### src/logic/tm3_pkg.sv
// constants shared by the auto-reload timer control block
package tm3_pkg;
   // register addresses on the special function register bus
   localparam logic [7:0] ADDR_CONTROL     = 8'h91;
   localparam logic [7:0] ADDR_RELOAD_LOW  = 8'h92;
   localparam logic [7:0] ADDR_RELOAD_HIGH = 8'h93;
   localparam logic [7:0] ADDR_COUNT_LOW   = 8'h94;
   localparam logic [7:0] ADDR_COUNT_HIGH  = 8'h95;
   // timer_control field positions
   localparam int BIT_SPLIT = 3;
   localparam int BIT_RUN   = 2;
   localparam int BIT_XCLK  = 0;
   // reset values
   localparam logic [7:0] RST_CONTROL = 8'h00;
   localparam logic [7:0] RST_BYTE    = 8'h00;
   // clock prescale counts
   localparam int SYS_DIV = 12;
   localparam int EXT_DIV = 8;
endpackage

### src/logic/tm3_ext_tick.sv
// external oscillator synchroniser and divide-by-n tick generator
`timescale 1ns/1ps
module tm3_ext_tick #(
   parameter int DIV = tm3_pkg::EXT_DIV
) (
   input  wire logic ref_clk,  // system clock
   input  wire logic rst,      // synchronous reset, active high
   input  wire logic ext_osc,  // external oscillator pin, asynchronous
   output logic      tick      // one-cycle pulse every DIV oscillator rises
);
   localparam int CW = $clog2(DIV);

   logic          sync1;
   logic          sync2;
   logic          sync3;
   logic          level;
   logic [CW-1:0] count;
   logic          next_level;
   logic [CW-1:0] next_count;
   logic          next_tick;

   if (DIV < 2)
   begin : g_bad_div
      $error("tm3_ext_tick: DIV must be at least 2");
   end

   // oscillator must stay at or below a quarter of the system clock to be seen at all
   always_comb
   begin
      next_level = level;
      next_count = count;
      next_tick  = 1'b0;
      if (sync2 == sync3)
         next_level = sync3;
      if (next_level && !level)                                         // RL4
      begin
         if (count == CW'(DIV - 1))                                     // RL3
         begin
            next_count = '0;
            next_tick  = 1'b1;
         end
         else
            next_count = count + CW'(1);
      end
   end

   always_ff @(posedge ref_clk)
   begin
      if (rst)
      begin
         sync1 <= 1'b0;
         sync2 <= 1'b0;
         sync3 <= 1'b0;
         level <= 1'b0;
         count <= '0;
         tick  <= 1'b0;
      end
      else
      begin
         sync1 <= ext_osc;
         sync2 <= sync1;
         sync3 <= sync2;
         level <= next_level;
         count <= next_count;
         tick  <= next_tick;
      end
   end
endmodule // tm3_ext_tick

### src/logic/tm3_timer.sv
// auto-reload timer with run control, split mode and clock selection
// Summary of operation
// RL1: timer counts only while run bit set, except the low byte in split mode
// RL2: split mode: run gates high byte only
// RL3: external select 1 picks oscillator divided by 8
// RL4: divided oscillator synchronised to system clock
// RL5: reload low byte register at 0x92
// RL6: split bit picks 16-bit or two 8-bit
// RL7: select 0 gives sysclk/12; per-byte clock choice
`timescale 1ns/1ps
module tm3_timer #(
   parameter int SYS_DIV = tm3_pkg::SYS_DIV,  // system clock prescale for the divided choice
   parameter int EXT_DIV = tm3_pkg::EXT_DIV   // external oscillator prescale
) (
   input  wire logic       ref_clk,        // system clock, 20 MHz
   input  wire logic       rst,            // synchronous reset, active high
   input  wire logic [7:0] sfr_addr,       // register address
   input  wire logic       sfr_wr,         // write strobe, one cycle
   input  wire logic [7:0] sfr_wdata,      // write data
   input  wire logic       sfr_rd,         // read strobe, one cycle
   output logic      [7:0] sfr_rdata,      // read data, valid cycle after sfr_rd
   input  wire logic       clk_sel_low,    // clock_control_register bit, low byte: 1 = system clock
   input  wire logic       clk_sel_high,   // clock_control_register bit, high byte: 1 = system clock
   input  wire logic       ext_osc,        // external oscillator pin
   output logic            ovf_low,        // low byte overflow pulse (split mode)
   output logic            ovf_high        // high byte / 16-bit overflow pulse
);
   // only the three defined control bits are stored; the others read back as zero
   localparam logic [7:0] CTRL_WMASK = (8'h01 << tm3_pkg::BIT_SPLIT) | (8'h01 << tm3_pkg::BIT_RUN)
                                     | (8'h01 << tm3_pkg::BIT_XCLK);

   logic [7:0] timer_control;
   logic [7:0] reload_value_low;
   logic [7:0] reload_value_high;
   logic [7:0] counter_low_byte;
   logic [7:0] counter_high_byte;
   logic [3:0] pre_count;
   logic [7:0] next_control;
   logic [7:0] next_reload_low;
   logic [7:0] next_reload_high;
   logic [7:0] next_count_low;
   logic [7:0] next_count_high;
   logic [3:0] next_pre_count;
   logic [7:0] next_rdata;
   logic       next_ovf_low;
   logic       next_ovf_high;
   logic       sys12_tick;
   logic       ext8_tick;
   logic       ext_choice;
   logic       step_low;
   logic       step_high;
   logic       run_control_bit;
   logic       split_mode_bit;
   logic       external_clock_select_bit;
   logic       low_full;
   logic       high_full;
   logic       go_low;
   logic       go_high;
   logic [1:0] byte_clk_sel;
   logic [1:0] byte_step;

   assign run_control_bit           = timer_control[tm3_pkg::BIT_RUN];
   assign split_mode_bit            = timer_control[tm3_pkg::BIT_SPLIT];
   assign external_clock_select_bit = timer_control[tm3_pkg::BIT_XCLK];

   // the 4-bit prescaler cannot count further than 16
   if (SYS_DIV < 2 || SYS_DIV > 16)
   begin : g_bad_sys_div
      $error("tm3_timer: SYS_DIV must lie between 2 and 16");
   end
   if (EXT_DIV < 2)
   begin : g_bad_ext_div
      $error("tm3_timer: EXT_DIV must be at least 2");
   end
   // field positions must fit inside the control byte
   if (tm3_pkg::BIT_SPLIT > 7 || tm3_pkg::BIT_RUN > 7 || tm3_pkg::BIT_XCLK > 7)
   begin : g_bad_field
      $error("tm3_timer: control field lies outside the byte");
   end

   tm3_ext_tick #(
      .DIV     (EXT_DIV)
   ) i_tm3_ext_tick (
      .ref_clk (ref_clk),
      .rst     (rst),
      .ext_osc (ext_osc),
      .tick    (ext8_tick)
   );

   // prescaler runs free so the first tick after start is not aligned
   always_comb
   begin
      sys12_tick     = (pre_count == 4'(SYS_DIV - 1));
      next_pre_count = sys12_tick ? 4'h0 : pre_count + 4'h1;
   end

   assign ext_choice   = external_clock_select_bit ? ext8_tick : sys12_tick;   // RL3 RL7
   assign byte_clk_sel = {clk_sel_high, clk_sel_low};

   // each byte picks the system clock or the shared divided choice on its own
   for (genvar b = 0; b < 2; b++)
   begin : g_byte_step
      assign byte_step[b] = byte_clk_sel[b] ? 1'b1 : ext_choice;         // RL7
   end

   always_comb
   begin
      step_low  = byte_step[0];
      step_high = byte_step[1];
      // in split mode the low byte keeps counting whatever the run bit says
      go_low    = step_low && (split_mode_bit || run_control_bit);       // RL1 RL2
      go_high   = step_high && run_control_bit;                          // RL1 RL2
      low_full  = (counter_low_byte == 8'hFF);
      high_full = (counter_high_byte == 8'hFF);
   end

   always_comb
   begin
      next_control     = timer_control;
      next_reload_low  = reload_value_low;
      next_reload_high = reload_value_high;
      next_count_low   = counter_low_byte;
      next_count_high  = counter_high_byte;
      next_ovf_low     = 1'b0;
      next_ovf_high    = 1'b0;
      if (split_mode_bit)                                               // RL6
      begin
         if (go_low)                                                    // RL2
         begin
            if (low_full)
            begin
               next_count_low = reload_value_low;
               next_ovf_low   = 1'b1;
            end
            else
               next_count_low = counter_low_byte + 8'h01;
         end
         if (go_high)                                                   // RL2 RL1
         begin
            if (high_full)
            begin
               next_count_high = reload_value_high;
               next_ovf_high   = 1'b1;
            end
            else
               next_count_high = counter_high_byte + 8'h01;
         end
      end
      else if (go_low)                                                  // RL1 RL6
      begin
         if (high_full && low_full)
         begin
            next_count_low  = reload_value_low;
            next_count_high = reload_value_high;
            next_ovf_high   = 1'b1;
         end
         else
            {next_count_high, next_count_low} = {counter_high_byte, counter_low_byte} + 16'h0001;
      end
      // a software write to a counter byte wins over counting
      if (sfr_wr)
      begin
         unique case (sfr_addr)
            tm3_pkg::ADDR_CONTROL:
               next_control = sfr_wdata & CTRL_WMASK;
            tm3_pkg::ADDR_RELOAD_LOW:
               next_reload_low = sfr_wdata;                             // RL5
            tm3_pkg::ADDR_RELOAD_HIGH:
               next_reload_high = sfr_wdata;
            tm3_pkg::ADDR_COUNT_LOW:
               next_count_low = sfr_wdata;
            tm3_pkg::ADDR_COUNT_HIGH:
               next_count_high = sfr_wdata;
            default:
               next_control = timer_control;
         endcase
      end
   end

   always_comb
   begin
      next_rdata = sfr_rdata;
      if (sfr_rd)
      begin
         unique case (sfr_addr)
            tm3_pkg::ADDR_CONTROL:     next_rdata = timer_control;
            tm3_pkg::ADDR_RELOAD_LOW:  next_rdata = reload_value_low;   // RL5
            tm3_pkg::ADDR_RELOAD_HIGH: next_rdata = reload_value_high;
            tm3_pkg::ADDR_COUNT_LOW:   next_rdata = counter_low_byte;
            tm3_pkg::ADDR_COUNT_HIGH:  next_rdata = counter_high_byte;
            default:                   next_rdata = 8'h00;
         endcase
      end
   end

   always_ff @(posedge ref_clk)
   begin
      if (rst)
      begin
         timer_control     <= tm3_pkg::RST_CONTROL;
         reload_value_low  <= tm3_pkg::RST_BYTE;
         reload_value_high <= tm3_pkg::RST_BYTE;
         counter_low_byte  <= tm3_pkg::RST_BYTE;
         counter_high_byte <= tm3_pkg::RST_BYTE;
         pre_count         <= 4'h0;
         sfr_rdata         <= tm3_pkg::RST_BYTE;
         ovf_low           <= 1'b0;
         ovf_high          <= 1'b0;
      end
      else
      begin
         timer_control     <= next_control;
         reload_value_low  <= next_reload_low;
         reload_value_high <= next_reload_high;
         counter_low_byte  <= next_count_low;
         counter_high_byte <= next_count_high;
         pre_count         <= next_pre_count;
         sfr_rdata         <= next_rdata;
         ovf_low           <= next_ovf_low;
         ovf_high          <= next_ovf_high;
      end
   end
endmodule // tm3_timer

### config.mk
export PLATFORM = sky130hd
export DESIGN_NAME = tm3_timer
export DESIGN_NICKNAME = d
export VERILOG_FILES = /design/src/logic/tm3_pkg.sv /design/src/logic/tm3_ext_tick.sv /design/src/logic/tm3_timer.sv
export SDC_FILE = /design/constraint.sdc
export NUM_CORES = 1
export LEC_CHECK = 0
export BUFFER_PORTS_ARGS = -buffer_cell sky130_fd_sc_hd__buf_2
export CORE_MARGIN = 2
export CORE_UTILIZATION = 40
export DETAILED_ROUTE_END_ITERATION = 10
export PLACE_DENSITY_LB_ADDON = 0.05
export SLEW_MARGIN = 5
export SYNTH_ARGS = -nofsm -noshare
export SYNTH_HDL_FRONTEND = slang
export SYNTH_SLANG_ARGS = --single-unit
### constraint.sdc
create_clock -name ref_clk -period 2.9 [get_ports ref_clk]
set_clock_uncertainty 0.1 [all_clocks]
set_input_delay 0.435 -clock ref_clk [delete_from_list [all_inputs] [get_ports ref_clk]]
set_output_delay 0.435 -clock ref_clk [all_outputs]
set_load 0.005 [all_outputs]
# Yosys cells after proc, flatten, opt, wreduce, memory -nomap -nowiden

Cells that the tools add are included.

Muxes and demuxes: 27
Bitwise logic cells: 3
Add/subtract/negate cells: 5
Reductions and logical operators: 12
Equal/unequal tests: 10

Operators by type and width:

| cell                                                             | count |
|---|---|
| 8-bit 2-to-1 mux                                                 | 14 |
| 8-bit equality test (second input constant)                      | 7 |
| 8-bit one-hot mux with 5 select lines                            | 1 |
| 16-bit by 1-bit adder with 16-bit output (second input constant) | 1 |
| 8-bit by 1-bit adder with 8-bit output (second input constant)   | 2 |
| 1-bit 2-to-1 mux                                                 | 11 |
| 2-bit AND reduction                                              | 3 |
| 4-bit by 1-bit adder with 4-bit output (second input constant)   | 1 |
| 4-bit equality test (second input constant)                      | 1 |
| 1-bit logical AND                                                | 4 |
| 2-bit OR reduction                                               | 2 |
| 3-bit by 1-bit adder with 3-bit output (second input constant)   | 1 |
| 3-bit equality test (second input constant)                      | 1 |
| 3-bit 2-to-1 mux                                                 | 1 |
| 1-bit NOT                                                        | 3 |
| 3-bit OR reduction                                               | 1 |
| 1-bit equality test                                              | 1 |
| 1-bit zero test                                                  | 1 |
| 1-bit logical OR                                                 | 1 |

Register bits after elaboration: 57
Bits of input ports: 23
Output and inout port bits: 10
Logic and storage cells: 72

# Longest topological paths before layout

Gate-level depths: netlist of the first run.

Word-level depth: 8
Gate-level depth with buffers: 8
Mapped depth without buffers: 7

# Hierarchy

Synthesis of the first run repeated with hierarchy kept, for this count alone.

Cell total of the unflattened synthesis: 415
Area total of the unflattened synthesis: 3385.7 µm²

By module, submodules not included:

| module       | sequential area each (µm²) | area an instance (µm²) | cells an instance | times used |
|---|---|---|---|---|
| tm3_timer    | 980.9                      | 3035.4                 | 386               | 1 |
| tm3_ext_tick | 160.2                      | 350.3                  | 29                | 1 |

# Worst setup path after synthesis of the first run

OpenSTA, ideal clock, no wires.

Path type: input -> register
From: input port sfr_addr[1]
To: register counter_low_byte[6]
Arrival: 1674 ps
Required time: 2672 ps
Stages: 8
Setup slack: 999 ps
Buffers on the path: 2
Setup time: 128 ps
Cells stage by stage: buf_2 > nor3b_1 > nand2_1 > or3_1 > buf_2 > o21ai_0 > a2bb2oi_1 > nor2_1

Cells in the longest elaborated chain, start to end: 3

Ends and longest elaborated chain:

| item                   | line             | text |
|---|---|---|
| start: declaration     | tm3_timer.sv:17  | `input wire logic [7:0] sfr_addr,` |
| 8-bit equality test    | tm3_timer.sv:163 | `unique case (sfr_addr)` |
| 8-bit 2-to-1 mux       | tm3_timer.sv:163 |  |
| 8-bit 2-to-1 mux       | tm3_timer.sv:161 | `if (sfr_wr)` |
| end signal: assignment | tm3_timer.sv:203 | `counter_low_byte <= tm3_pkg::RST_BYTE;` |
| end signal: assignment | tm3_timer.sv:215 | `counter_low_byte <= next_count_low;` |
| end: declaration       | tm3_timer.sv:35  | `logic [7:0] counter_low_byte;` |

Every way passes these cells.
A chain may end at the register's enable or synchronous reset.

# Worst setup path in the final report of the first run

From: register counter_high_byte[1]
To: register counter_low_byte[4]

Cells in the longest elaborated chain, start to end: 7

Ends and longest elaborated chain:

| item                     | line             | text |
|---|---|---|
| start: declaration       | tm3_timer.sv:36  | `logic [7:0] counter_high_byte;` |
| start signal: assignment | tm3_timer.sv:204 | `counter_high_byte <= tm3_pkg::RST_BYTE;` |
| start signal: assignment | tm3_timer.sv:216 | `counter_high_byte <= next_count_high;` |
| 8-bit equality test *    | tm3_timer.sv:114 | `high_full = (counter_high_byte == 8'hFF);` |
| 1-bit logical AND *      | tm3_timer.sv:151 | `if (high_full && low_full)` |
| 8-bit 2-to-1 mux *       | tm3_timer.sv:151 |  |
| 8-bit 2-to-1 mux *       | tm3_timer.sv:149 | `else if (go_low)` |
| 8-bit 2-to-1 mux *       | tm3_timer.sv:126 | `if (split_mode_bit)` |
| 8-bit 2-to-1 mux         | tm3_timer.sv:163 |  |
| 8-bit 2-to-1 mux *       | tm3_timer.sv:161 |  |

Mark *: on every way between the ends. The rest lies on a longest branch, timed or not.

==> impl_metrics.tcl, run 1 <==
set metrics [dict create \
    cp-end-kind "register" \
    crit_type "register to register" \
    clock_latency_ns 0.35 \
    root_buffer "clkbuf_8" \
    drive_above_1_share 0.182 \
    synth-simple-area-share 0.308 \
    worst-path-max-fanout 6 \
    clkSlewWorstSetupHoldPaths_ns 0.07 \
    grt_pass1_vias 2889 \
    synth_xor_xnor_area_share 0.0166 \
    syn_nets 421 \
    final_util 0.473 \
    rsz0062_at_grt "false" \
    synth.largest_area_cell "dfxtp_1" \
    hold_path.startpoint "ext_osc" \
    ys_types 64 \
    synth_area_sq_mm 0.00317 \
    final_nets 451 \
    synth.avg_cell_area_sq_um 8.07 \
    synth_fa_ha_area_frac 0.0197 \
    p_seq_frac 0.477 \
    min_path_cells 2 \
    nFillCells 795 \
    fin_cells 530 \
    crit_chain "ha_1, and4_1, nand4_1, a21oi_1, a21oi_1, a221oi_1, a211oi_1" \
    relSlewSlack 0.526 \
    total_power_mw 1.68 \
    post-synth-top-count-cell "dfxtp_1" \
    maxCapViolCount 0 \
    antenna_cells 0 \
    register_area_sq_mm 0.00114 \
    cp_slowest_cell "dfxtp_1" \
    whs_ns 0.197 \
    min_to "i_tm3_ext_tick.sync1" \
    period_share 0.775 \
    r2r_slack_ns 0.65 \
    ir_drop_mv 0.238 \
    io_buffers 32 \
    first_iter_violations 346 \
    rows 32 \
    p_comb_frac 0.056 \
    power_density_mw_per_mm2 461 \
    ys_top_cells_by_area "dfxtp_1 36%, a21oi_1 6.3%, nand2_1 6.2%" \
    antenna_left 0 \
    r2r_end "counter_low_byte[4]" \
    dp_cells 514 \
    fin_crit_ns 2.25 \
    synthArstFlopShare 0 \
    clock.fmax_ghz 0.445 \
    synth_enable_flop_cells 0 \
    via_per_inst 6.07 \
    grt_max_degree 24 \
    swShare 0.256 \
    postCtsSetupBuffers 0 \
    synth_common_cells "57 x dfxtp_1, 52 x nand2_1, 42 x nor2_1, 40 x a21oi_1, 27 x nand3_1" \
    synth_mux_area_frac 0.0422 \
    power_frac_clock 0.466 \
    antenna_found_initial 0 \
    cp.required_ns 3.03 \
    io_pins 33 \
    htreeDepth 3 \
    synth.top_cell.area_share 0.360 \
    p_leak_nw 1.29 \
    worst_slew_pin_slew_ns 0.707 \
    status "finished, final reports clean" \
    postSynthCellCount 393 \
    p_int_mw 1.25 \
    area_delta_synth_final_pct 14.7 \
    fin_setup_tns_ns 0 \
    ys_ff_latch 57 \
    firstDrtPassIters 6 \
    drc_errors 0 \
    via_count 3219 \
    crit-reg2reg-launch "counter_high_byte[1]" \
    track_usage 0.240 \
    switching_power_mw 0.429 \
    grt_pass1_wl_mm 15.8 \
    die_area_sq_mm 0.00866 \
    drv_slew 0 \
    cts_sinks 57 \
    wl_per_cell_um 18.9 \
    totalWireLength_mm 10.0 \
    die_y_um 93.0 \
    clock_tree.buffer_depth 2 \
    synth_warnings 0 \
    hpwl_mm 7.37 \
    cts_made_buffers 9 \
    hold_viol_final 0 \
    slowest_delay_ns 0.45 \
    multiInputGateArea_sq_mm 0.00191 \
    core_region_area_sq_mm 0.00769 \
    synth_top_family_by_area "simple AND/OR/NAND/NOR gates" \
    hold_class "primary input to register" \
    yosysSeqAreaShare 0.360 \
    ff2ff_path_depth 7 \
    setup_viol 0 \
    initial_core_util 0.413 \
    cts_tree "done" \
    cp.arrival_ns 2.38 \
    worstSetupStartpointType "register" \
    gr-total-overflow 0 \
    cts_hold_buffers 0 \
    die_w_um 93.0 \
    place_congestion 0.919 \
    post_cts_resize_count 0 \
    synth_compound_area_frac 0.217 \
    ys.flop_type "dfxtp_1" \
    crit_top_cell "a21oi_1" \
]
power by group through the flow:
stage | clock network (mW) | registers (mW) | logic, mW
finish | 0.781 | 0.799 | 0.0946
global route | 0.827 | 0.800 | 0.104
CTS | 0.798 | 0.799 | 0.0946
detailed placement | 0 | 0.817 | 0.0943
global placement | 0 | 0.817 | 0.0932
floorplan | 0 | 0.814 | 0.0510
critical path: cells and delay by family, from the launching register on:
kind	cells	cell delay (ns)
compound gates	4	0.70
fa+ha+maj	1	0.31
flops	1	0.45
simple gates	2	0.57
cells by family (layout without fill, tap and decap cells):
group,count (synthesis),in the layout
multiplexers,13,13
buffers and inverters,26,61
AND/OR/NAND/NOR,186,186
flip-flops,57,57
AO/OA/AOI/OAI,100,100
adder cells (fa/ha/maj),5,5
XOR/XNOR,6,6
cells in the final DEF, fill, tap and decap left out, types with 8 or more instances in the layout:
cell	instances
a211oi_1	8
nand3_1	27
nor2_1	42
buf_4	11
mux2i_1	10
clkbuf_8	10
a21oi_1	40
a222oi_1	8
dfxtp_1	57
buf_2	32
nand2_1	52
nor3b_1	8
nor3_1	16
sequential cells by signal (all words and copies together) (netlist names):
signal                flops
ovf_high                  1
reload_value_high         8
timer_control             3
i_tm3_ext_tick.count      3
i_tm3_ext_tick.sync1      1
counter_low_byte          8
i_tm3_ext_tick.sync3      1
i_tm3_ext_tick.tick       1
i_tm3_ext_tick.level      1
ovf_low                   1
reload_value_low          8
sfr_rdata                 8
pre_count                 4
i_tm3_ext_tick.sync2      1
counter_high_byte         8
layer usage:
metal	part of all wire	vias to the layer above	GRT usage
met3	0.076	16	0.0572
met5	0	-	0
met1	0.45	1540	0.332
met2	0.45	131	0.367
met4	0.019	0	0.0772
li1	-	1532	-
stage by stage:
| stage | instance area [sq um] | worst slack, ns |
|---|---|---|
| floorplan | 3170 | 0.999 |
| global placement | 3430 | 0.692 |
| detailed placement | 3430 | 0.694 |
| CTS | 3640 | 0.670 |
| global route | 3640 | 0.438 |
| finish | 3640 | 0.653 |
cell type report:
| cell class | instances | share of cell area |
|---|---|---|
| inverters | 2 | 0.00206 |
| well taps | 102 | 0.0351 |
| flip-flops and latches | 57 | 0.314 |
| repair buffers | 43 | 0.0667 |
| multi-input cells | 310 | 0.526 |
| clock inverters | 6 | 0.0186 |
| clock buffers | 10 | 0.0378 |
how the worst max path moves through the flow:
| stage | start | end | slack [ns] | cells past startpoint |
|---|---|---|---|---|
| 6_report | counter_high_byte[1] | counter_low_byte[4] | 0.65 | 7 |
| 5_1_grt | counter_high_byte[1] | counter_low_byte[4] | 0.44 | 7 |
| 4_1_cts | counter_high_byte[1] | counter_low_byte[4] | 0.67 | 7 |
| 3_5_place_dp | counter_high_byte[1] | counter_low_byte[4] | 0.69 | 7 |
| 3_3_place_gp | counter_high_byte[1] | counter_low_byte[4] | 0.69 | 7 |
| 2_1_floorplan | sfr_addr[1] | counter_low_byte[6] | 1.0 | 8 |
Power figures use the tool's default switching activity.
==> inputs of run 2 (changes only) <==
==> constraint.sdc (replaced) <==
create_clock -name ref_clk -period 1.8 [get_ports ref_clk]
set_clock_uncertainty 0.1 [all_clocks]
set_input_delay 0.27 -clock ref_clk [delete_from_list [all_inputs] [get_ports ref_clk]]
set_output_delay 0.27 -clock ref_clk [all_outputs]
set_load 0.005 [all_outputs]
==> run 2 against run 1 <==
- the run now ends with setup timing left
- utilization rose by 11 points
- clock power up 95%
- global-route usage is 3.1 points higher
- cell area is 23% higher
- cell count grew 14%
- critical path depth stayed put
- non-clock buffer count is 76 higher
- critical endpoint is now counter_high_byte[6]
- highest routed layer unchanged
==> impl_metrics.tcl, run 2 (synthesized netlist as in run 1, its figures left out) <==
set metrics [dict create \
    status "finished with violations" \
    violations "setup timing" \
    crit_start "counter_low_byte[1]" \
    die_area_sq_mm 0.00866 \
    io_pins 33 \
    final_util 0.582 \
    totalWireLength_mm 11.0 \
    top_usage_layer "met2" \
    clock.fmax_ghz 0.527 \
    period_share 1.05 \
    fin_setup_tns_ns -0.662 \
    setup_slack_ns -0.0961 \
    cp.required_ns 1.96 \
    cp.arrival_ns 2.06 \
    worst_slew_pin_slew_ns 0.467 \
    setup_viol 12 \
    cts_made_buffers 9 \
    ir_drop_mv 0.455 \
    met1_usage 0.378 \
    root_buffer "clkbuf_8" \
    core_region_area_sq_mm 0.00769 \
    layout_commonest_cell "buf_4" \
    p_leak_nw 1.77 \
    clock_latency_ns 0.35 \
    via_per_inst 5.77 \
    relSlewSlack 0.688 \
    track_usage 0.270 \
    cts_sinks 57 \
    final_nets 527 \
    via_count 3497 \
    cts_tree "done" \
    firstDrtPassIters 7 \
    crit_type "register to register" \
    rsz0062_at_grt "true" \
    design_area_sq_mm 0.00447 \
    grt_max_degree 39 \
    worst-path-max-fanout 6 \
    maxCapViolCount 0 \
    wl_per_cell_um 18.2 \
    die_y_um 93.0 \
    power_density_mw_per_mm2 674 \
    clkSlewWorstSetupHoldPaths_ns 0.07 \
    drv_slew 0 \
    crit-reg2reg-launch "counter_low_byte[1]" \
    antenna_cells 0 \
    hold_path.startpoint "ext_osc" \
    gr-total-overflow 0 \
    grt_use_met3 0.0524 \
    drive_above_1_share 0.377 \
    first_iter_violations 248 \
    antenna_left 0 \
    place_congestion 0.885 \
    grt_use_met2 0.410 \
    fin_crit_ns 1.90 \
    area_delta_synth_final_pct 41.1 \
    grt_pass1_vias 3329 \
    final_cell_mix "83 x buf_4, 49 x nand2_1, 49 x dfxtp_1" \
    worstSetupStartpointType "register" \
    die_w_um 93.0 \
    hold_viol_final 0 \
    htreeDepth 3 \
    io_buffers 32 \
    rows 32 \
    drc_errors 0 \
    hold_class "primary input to register" \
    grt_pass1_wl_mm 17.6 \
    place_area_sq_mm 0.00400 \
    total_power_mw 3.01 \
    hpwl_mm 8.08 \
    cp-end-kind "register" \
    antenna_found_initial 0 \
    clock_tree.buffer_depth 2 \
    initial_core_util 0.413 \
]
==> run 2: cell count changes in the layout (fill, tap and decap cells not counted), sizes merged <==
cell	previous run	this run
buf	43	119
bufinv	1	3
clkbuf	10	11
clkinv	3	1
clkinvlp	2	1
==> run 2: worst max-delay path, cell delays in order, from the launching register on <==
cell      delay (ns)
dfxtp_2         0.36
ha_4            0.15
nand4_1         0.23
nor3_1          0.28
a22o_4          0.22
nand4_1         0.15
mux2i_1         0.15
a211oi_1        0.19
==> run 2: repair_timing <==
| item | in CTS | in global routing |
|---|---|---|
| setup endpoints to repair | 14 | 16 |
| cloned | 0 | 0 |
| resized for setup | 16 | 32 |
| pin swaps | 9 | 14 |
| setup buffers | 0 | 5 |
| hold buffers | 0 | 0 |
==> run 2: stage by stage <==
stage                     hold slack [ns]  std cells  worst slack [ns]
after detailed placement            0.325        585            -0.141
after floorplan                     0.298        393          -0.00823
after global placement              0.318        585            -0.127
after CTS                          0.0360        601           -0.0392
after global routing               0.0589        606            -0.182
final                              0.0448        606           -0.0961
==> run 2: final timing paths <==
path	endpoint	slack [ns]	cells after the start
setup / recovery	counter_high_byte[6]	-0.1	7
hold / removal	i_tm3_ext_tick.sync1	0.04	2
setup reg to reg	counter_high_byte[6]	-0.1	7
hold reg to reg	i_tm3_ext_tick.sync2	0.34	1
==> run 2: routing by layer <==
layer  vias up  share of wire
met4         0          0.031
met2       158           0.45
met3        29          0.078
met5         -              0
met1      1628           0.44
li1       1682              -
==> run 2: area by class of cell <==
cell class                 count  area, sq um
timing repair buffer         119          846
fill                         741         3210
clock inverter                 5          103
tap                          102          128
sequential                    57         1150
inverter                       2         7.51
clock buffer                  11          141
multi-input combinational    310         2100
==> run 2: report_power, final <==
| group | total [mW] | switching, mW | leakage [nW] | internal [mW] |
|---|---|---|---|---|
| combinational | 0.203 | 0.117 | 1.18 | 0.0857 |
| clock | 1.52 | 0.568 | 0.120 | 0.956 |
| sequential | 1.29 | 0.0114 | 0.464 | 1.28 |
==> inputs of run 3 (changes only) <==
--- a/config.mk
+++ b/config.mk
@@ -5,7 +5,7 @@
 export SDC_FILE = /design/constraint.sdc
 export NUM_CORES = 1
 export LEC_CHECK = 0
-export BUFFER_PORTS_ARGS = -buffer_cell sky130_fd_sc_hd__buf_2
+export BUFFER_PORTS_ARGS = -buffer_cell sky130_fd_sc_hd__buf_4
 export CORE_MARGIN = 2
 export CORE_UTILIZATION = 40
 export DETAILED_ROUTE_END_ITERATION = 10
==> run 3 against run 2 <==
- sequential power is essentially flat
- cell count grew 0.66%
- critical path type unchanged
- fmax grew 0.52%
- largest power group is now registers
- critical endpoint is now counter_low_byte[0]
- via count grew 1.5%
- clock-buffer cell count shrank 2
- sequential share of layout area shrank 0.14 points
- the run still ends with setup timing left
- utilization grew 0.37 points
- worst hold slack lost 0.0021 ns
- global-route usage grew 0.14 points
==> impl_metrics.tcl, run 3 (synthesized netlist as in run 1, its figures left out) <==
set metrics [dict create \
    via_count 3550 \
    r2r_slack_ns -0.09 \
    rsz0062_at_grt "true" \
    io_buffers 32 \
    fin_setup_tns_ns -0.249 \
    die_area_sq_mm 0.00866 \
    cts_tree "done" \
    clock.fmax_ghz 0.530 \
    grt_pass1_wl_mm 17.8 \
    p_comb_frac 0.081 \
    area_delta_synth_final_pct 42.0 \
    place_area_sq_mm 0.00406 \
    cp.arrival_ns 2.05 \
    final_cell_mix "118 x buf_4, 49 x nand2_1, 48 x dfxtp_1" \
    switching_power_mw 0.749 \
    drv_slew 0 \
    relSlewSlack 0.690 \
    design_area_sq_mm 0.00450 \
    ir_drop_mv 0.456 \
    setup_slack_ns -0.0864 \
    ff2ff_path_depth 9 \
    violations "setup timing" \
    place_congestion 0.956 \
    cts_made_buffers 9 \
    status "finished with violations" \
    slowest_delay_ns 0.36 \
    drc_errors 0 \
    track_usage 0.272 \
    grt_max_degree 30 \
    setup_viol 8 \
    hpwl_mm 8.17 \
    first_iter_violations 267 \
    core_region_area_sq_mm 0.00769 \
    hold_viol_final 0 \
    p_int_mw 1.88 \
    min_path_cells 2 \
    rows 32 \
    antenna_left 0 \
    antenna_cells 0 \
    period_share 1.05 \
    totalWireLength_mm 11.2 \
    worstSetupStartpointType "register" \
    clkSlewWorstSetupHoldPaths_ns 0.08 \
    cp-end-kind "register" \
    drive_above_1_share 0.384 \
    final_util 0.586 \
    final_nets 531 \
    worst_slew_pin_slew_ns 0.465 \
    cts_sinks 57 \
    htreeDepth 3 \
    hold_path.startpoint "ext_osc" \
    layout_commonest_cell "buf_4" \
    clock_tree.buffer_depth 2 \
    die_w_um 93.0 \
    maxCapViolCount 0 \
    clock_latency_ns 0.35 \
    gr-total-overflow 0 \
    cp_slowest_cell "dfxtp_2" \
    cp.required_ns 1.96 \
    power_frac_clock 0.428 \
    via_per_inst 5.82 \
    swShare 0.285 \
    min_to "i_tm3_ext_tick.sync1" \
    r2r_end "counter_low_byte[0]" \
    crit_start "counter_low_byte[0]" \
    p_seq_frac 0.491 \
    worst-path-max-fanout 5 \
    hold_class "primary input to register" \
    initial_core_util 0.413 \
    dp_cells 585 \
    grt_pass1_vias 3391 \
    crit_top_cell "buf_6" \
    p_leak_nw 1.73 \
    root_buffer "clkbuf_8" \
    wl_per_cell_um 18.4 \
    crit_type "register to register" \
    io_pins 33 \
    crit-reg2reg-launch "counter_low_byte[0]" \
    cts_hold_buffers 0 \
    fin_crit_ns 1.89 \
    firstDrtPassIters 6 \
    fin_cells 610 \
    die_y_um 93.0 \
    antenna_found_initial 0 \
    power_density_mw_per_mm2 583 \
    nFillCells 730 \
    crit_chain "ha_4, nand4_1, nor2_2, buf_6, nand2_4, nor2_4, buf_6, a221oi_2, a211oi_1" \
]
==> run 3: stage by stage <==
stage                     hold slack (ns)  power [mW]  setup slack, ns
after CTS                          0.0373        2.64         -0.00483
after floorplan                     0.298        1.39         -0.00823
after detailed placement            0.329        1.52           -0.118
after global placement              0.322        1.51          -0.0812
final                              0.0427        2.63          -0.0864
after global routing               0.0777        2.73           -0.156
==> run 3: area by class of cell <==
class	count	area, sq um	area share
Multi-Input combinational cell	310	2090	0.463
Sequential cell	57	1150	0.256
Timing Repair Buffer	123	951	0.211
Tap cell	102	128	0.0283
Clock buffer	9	124	0.0275
Clock inverter	7	55.1	0.0122
Inverter	2	7.51	0.00167
==> run 3: what timing repair did <==
action / CTS / global route
endpoints found under the hold margin: 0 / 0
gates cloned: 0 / 0
pin swaps: 11 / 24
resized for setup: 24 / 24
setup endpoints to repair: 15 / 17
buffers inserted: 6 / 4
==> run 3: worst max path at each step <==
stage | end | slack [ns] | depth (start not counted)
after floorplan | counter_high_byte[5] | -0.008 | 7
after global placement | counter_low_byte[0] | -0.08 | 5
after detailed placement | counter_low_byte[0] | -0.12 | 5
after CTS | counter_low_byte[1] | -0.005 | 7
after global routing | counter_low_byte[0] | -0.16 | 9
final | counter_low_byte[0] | -0.09 | 9
==> run 3: worst max-delay path, delay by kind of cell, from the launching register on <==
| family | cells | cell delay (ns) |
|---|---|---|
| and+or+nand+nor | 4 | 0.61 |
| AOI/OAI and AO/OA | 2 | 0.32 |
| DFF | 1 | 0.36 |
| buffers and inverters | 2 | 0.26 |
| adders and majority gates | 1 | 0.14 |
==> run 3: layer usage <==
metal | global-route usage | vias to the layer above | wire length, um | share of wire
li1 | - | 1697 | - | -
met2 | 0.425 | 152 | 5100 | 0.45
met4 | 0.0858 | 0 | 264 | 0.024
met1 | 0.382 | 1676 | 5180 | 0.46
met5 | 0 | - | 0 | 0
met3 | 0.0483 | 25 | 684 | 0.061
==> run 3: power by group through the flow <==
stage	clock network, mW	registers, mW	logic, mW
CTS	1.15	1.29	0.205
floorplan	0	1.31	0.0826
finish	1.13	1.29	0.213
global route	1.21	1.29	0.226
global placement	0	1.31	0.199
detailed placement	0	1.31	0.201
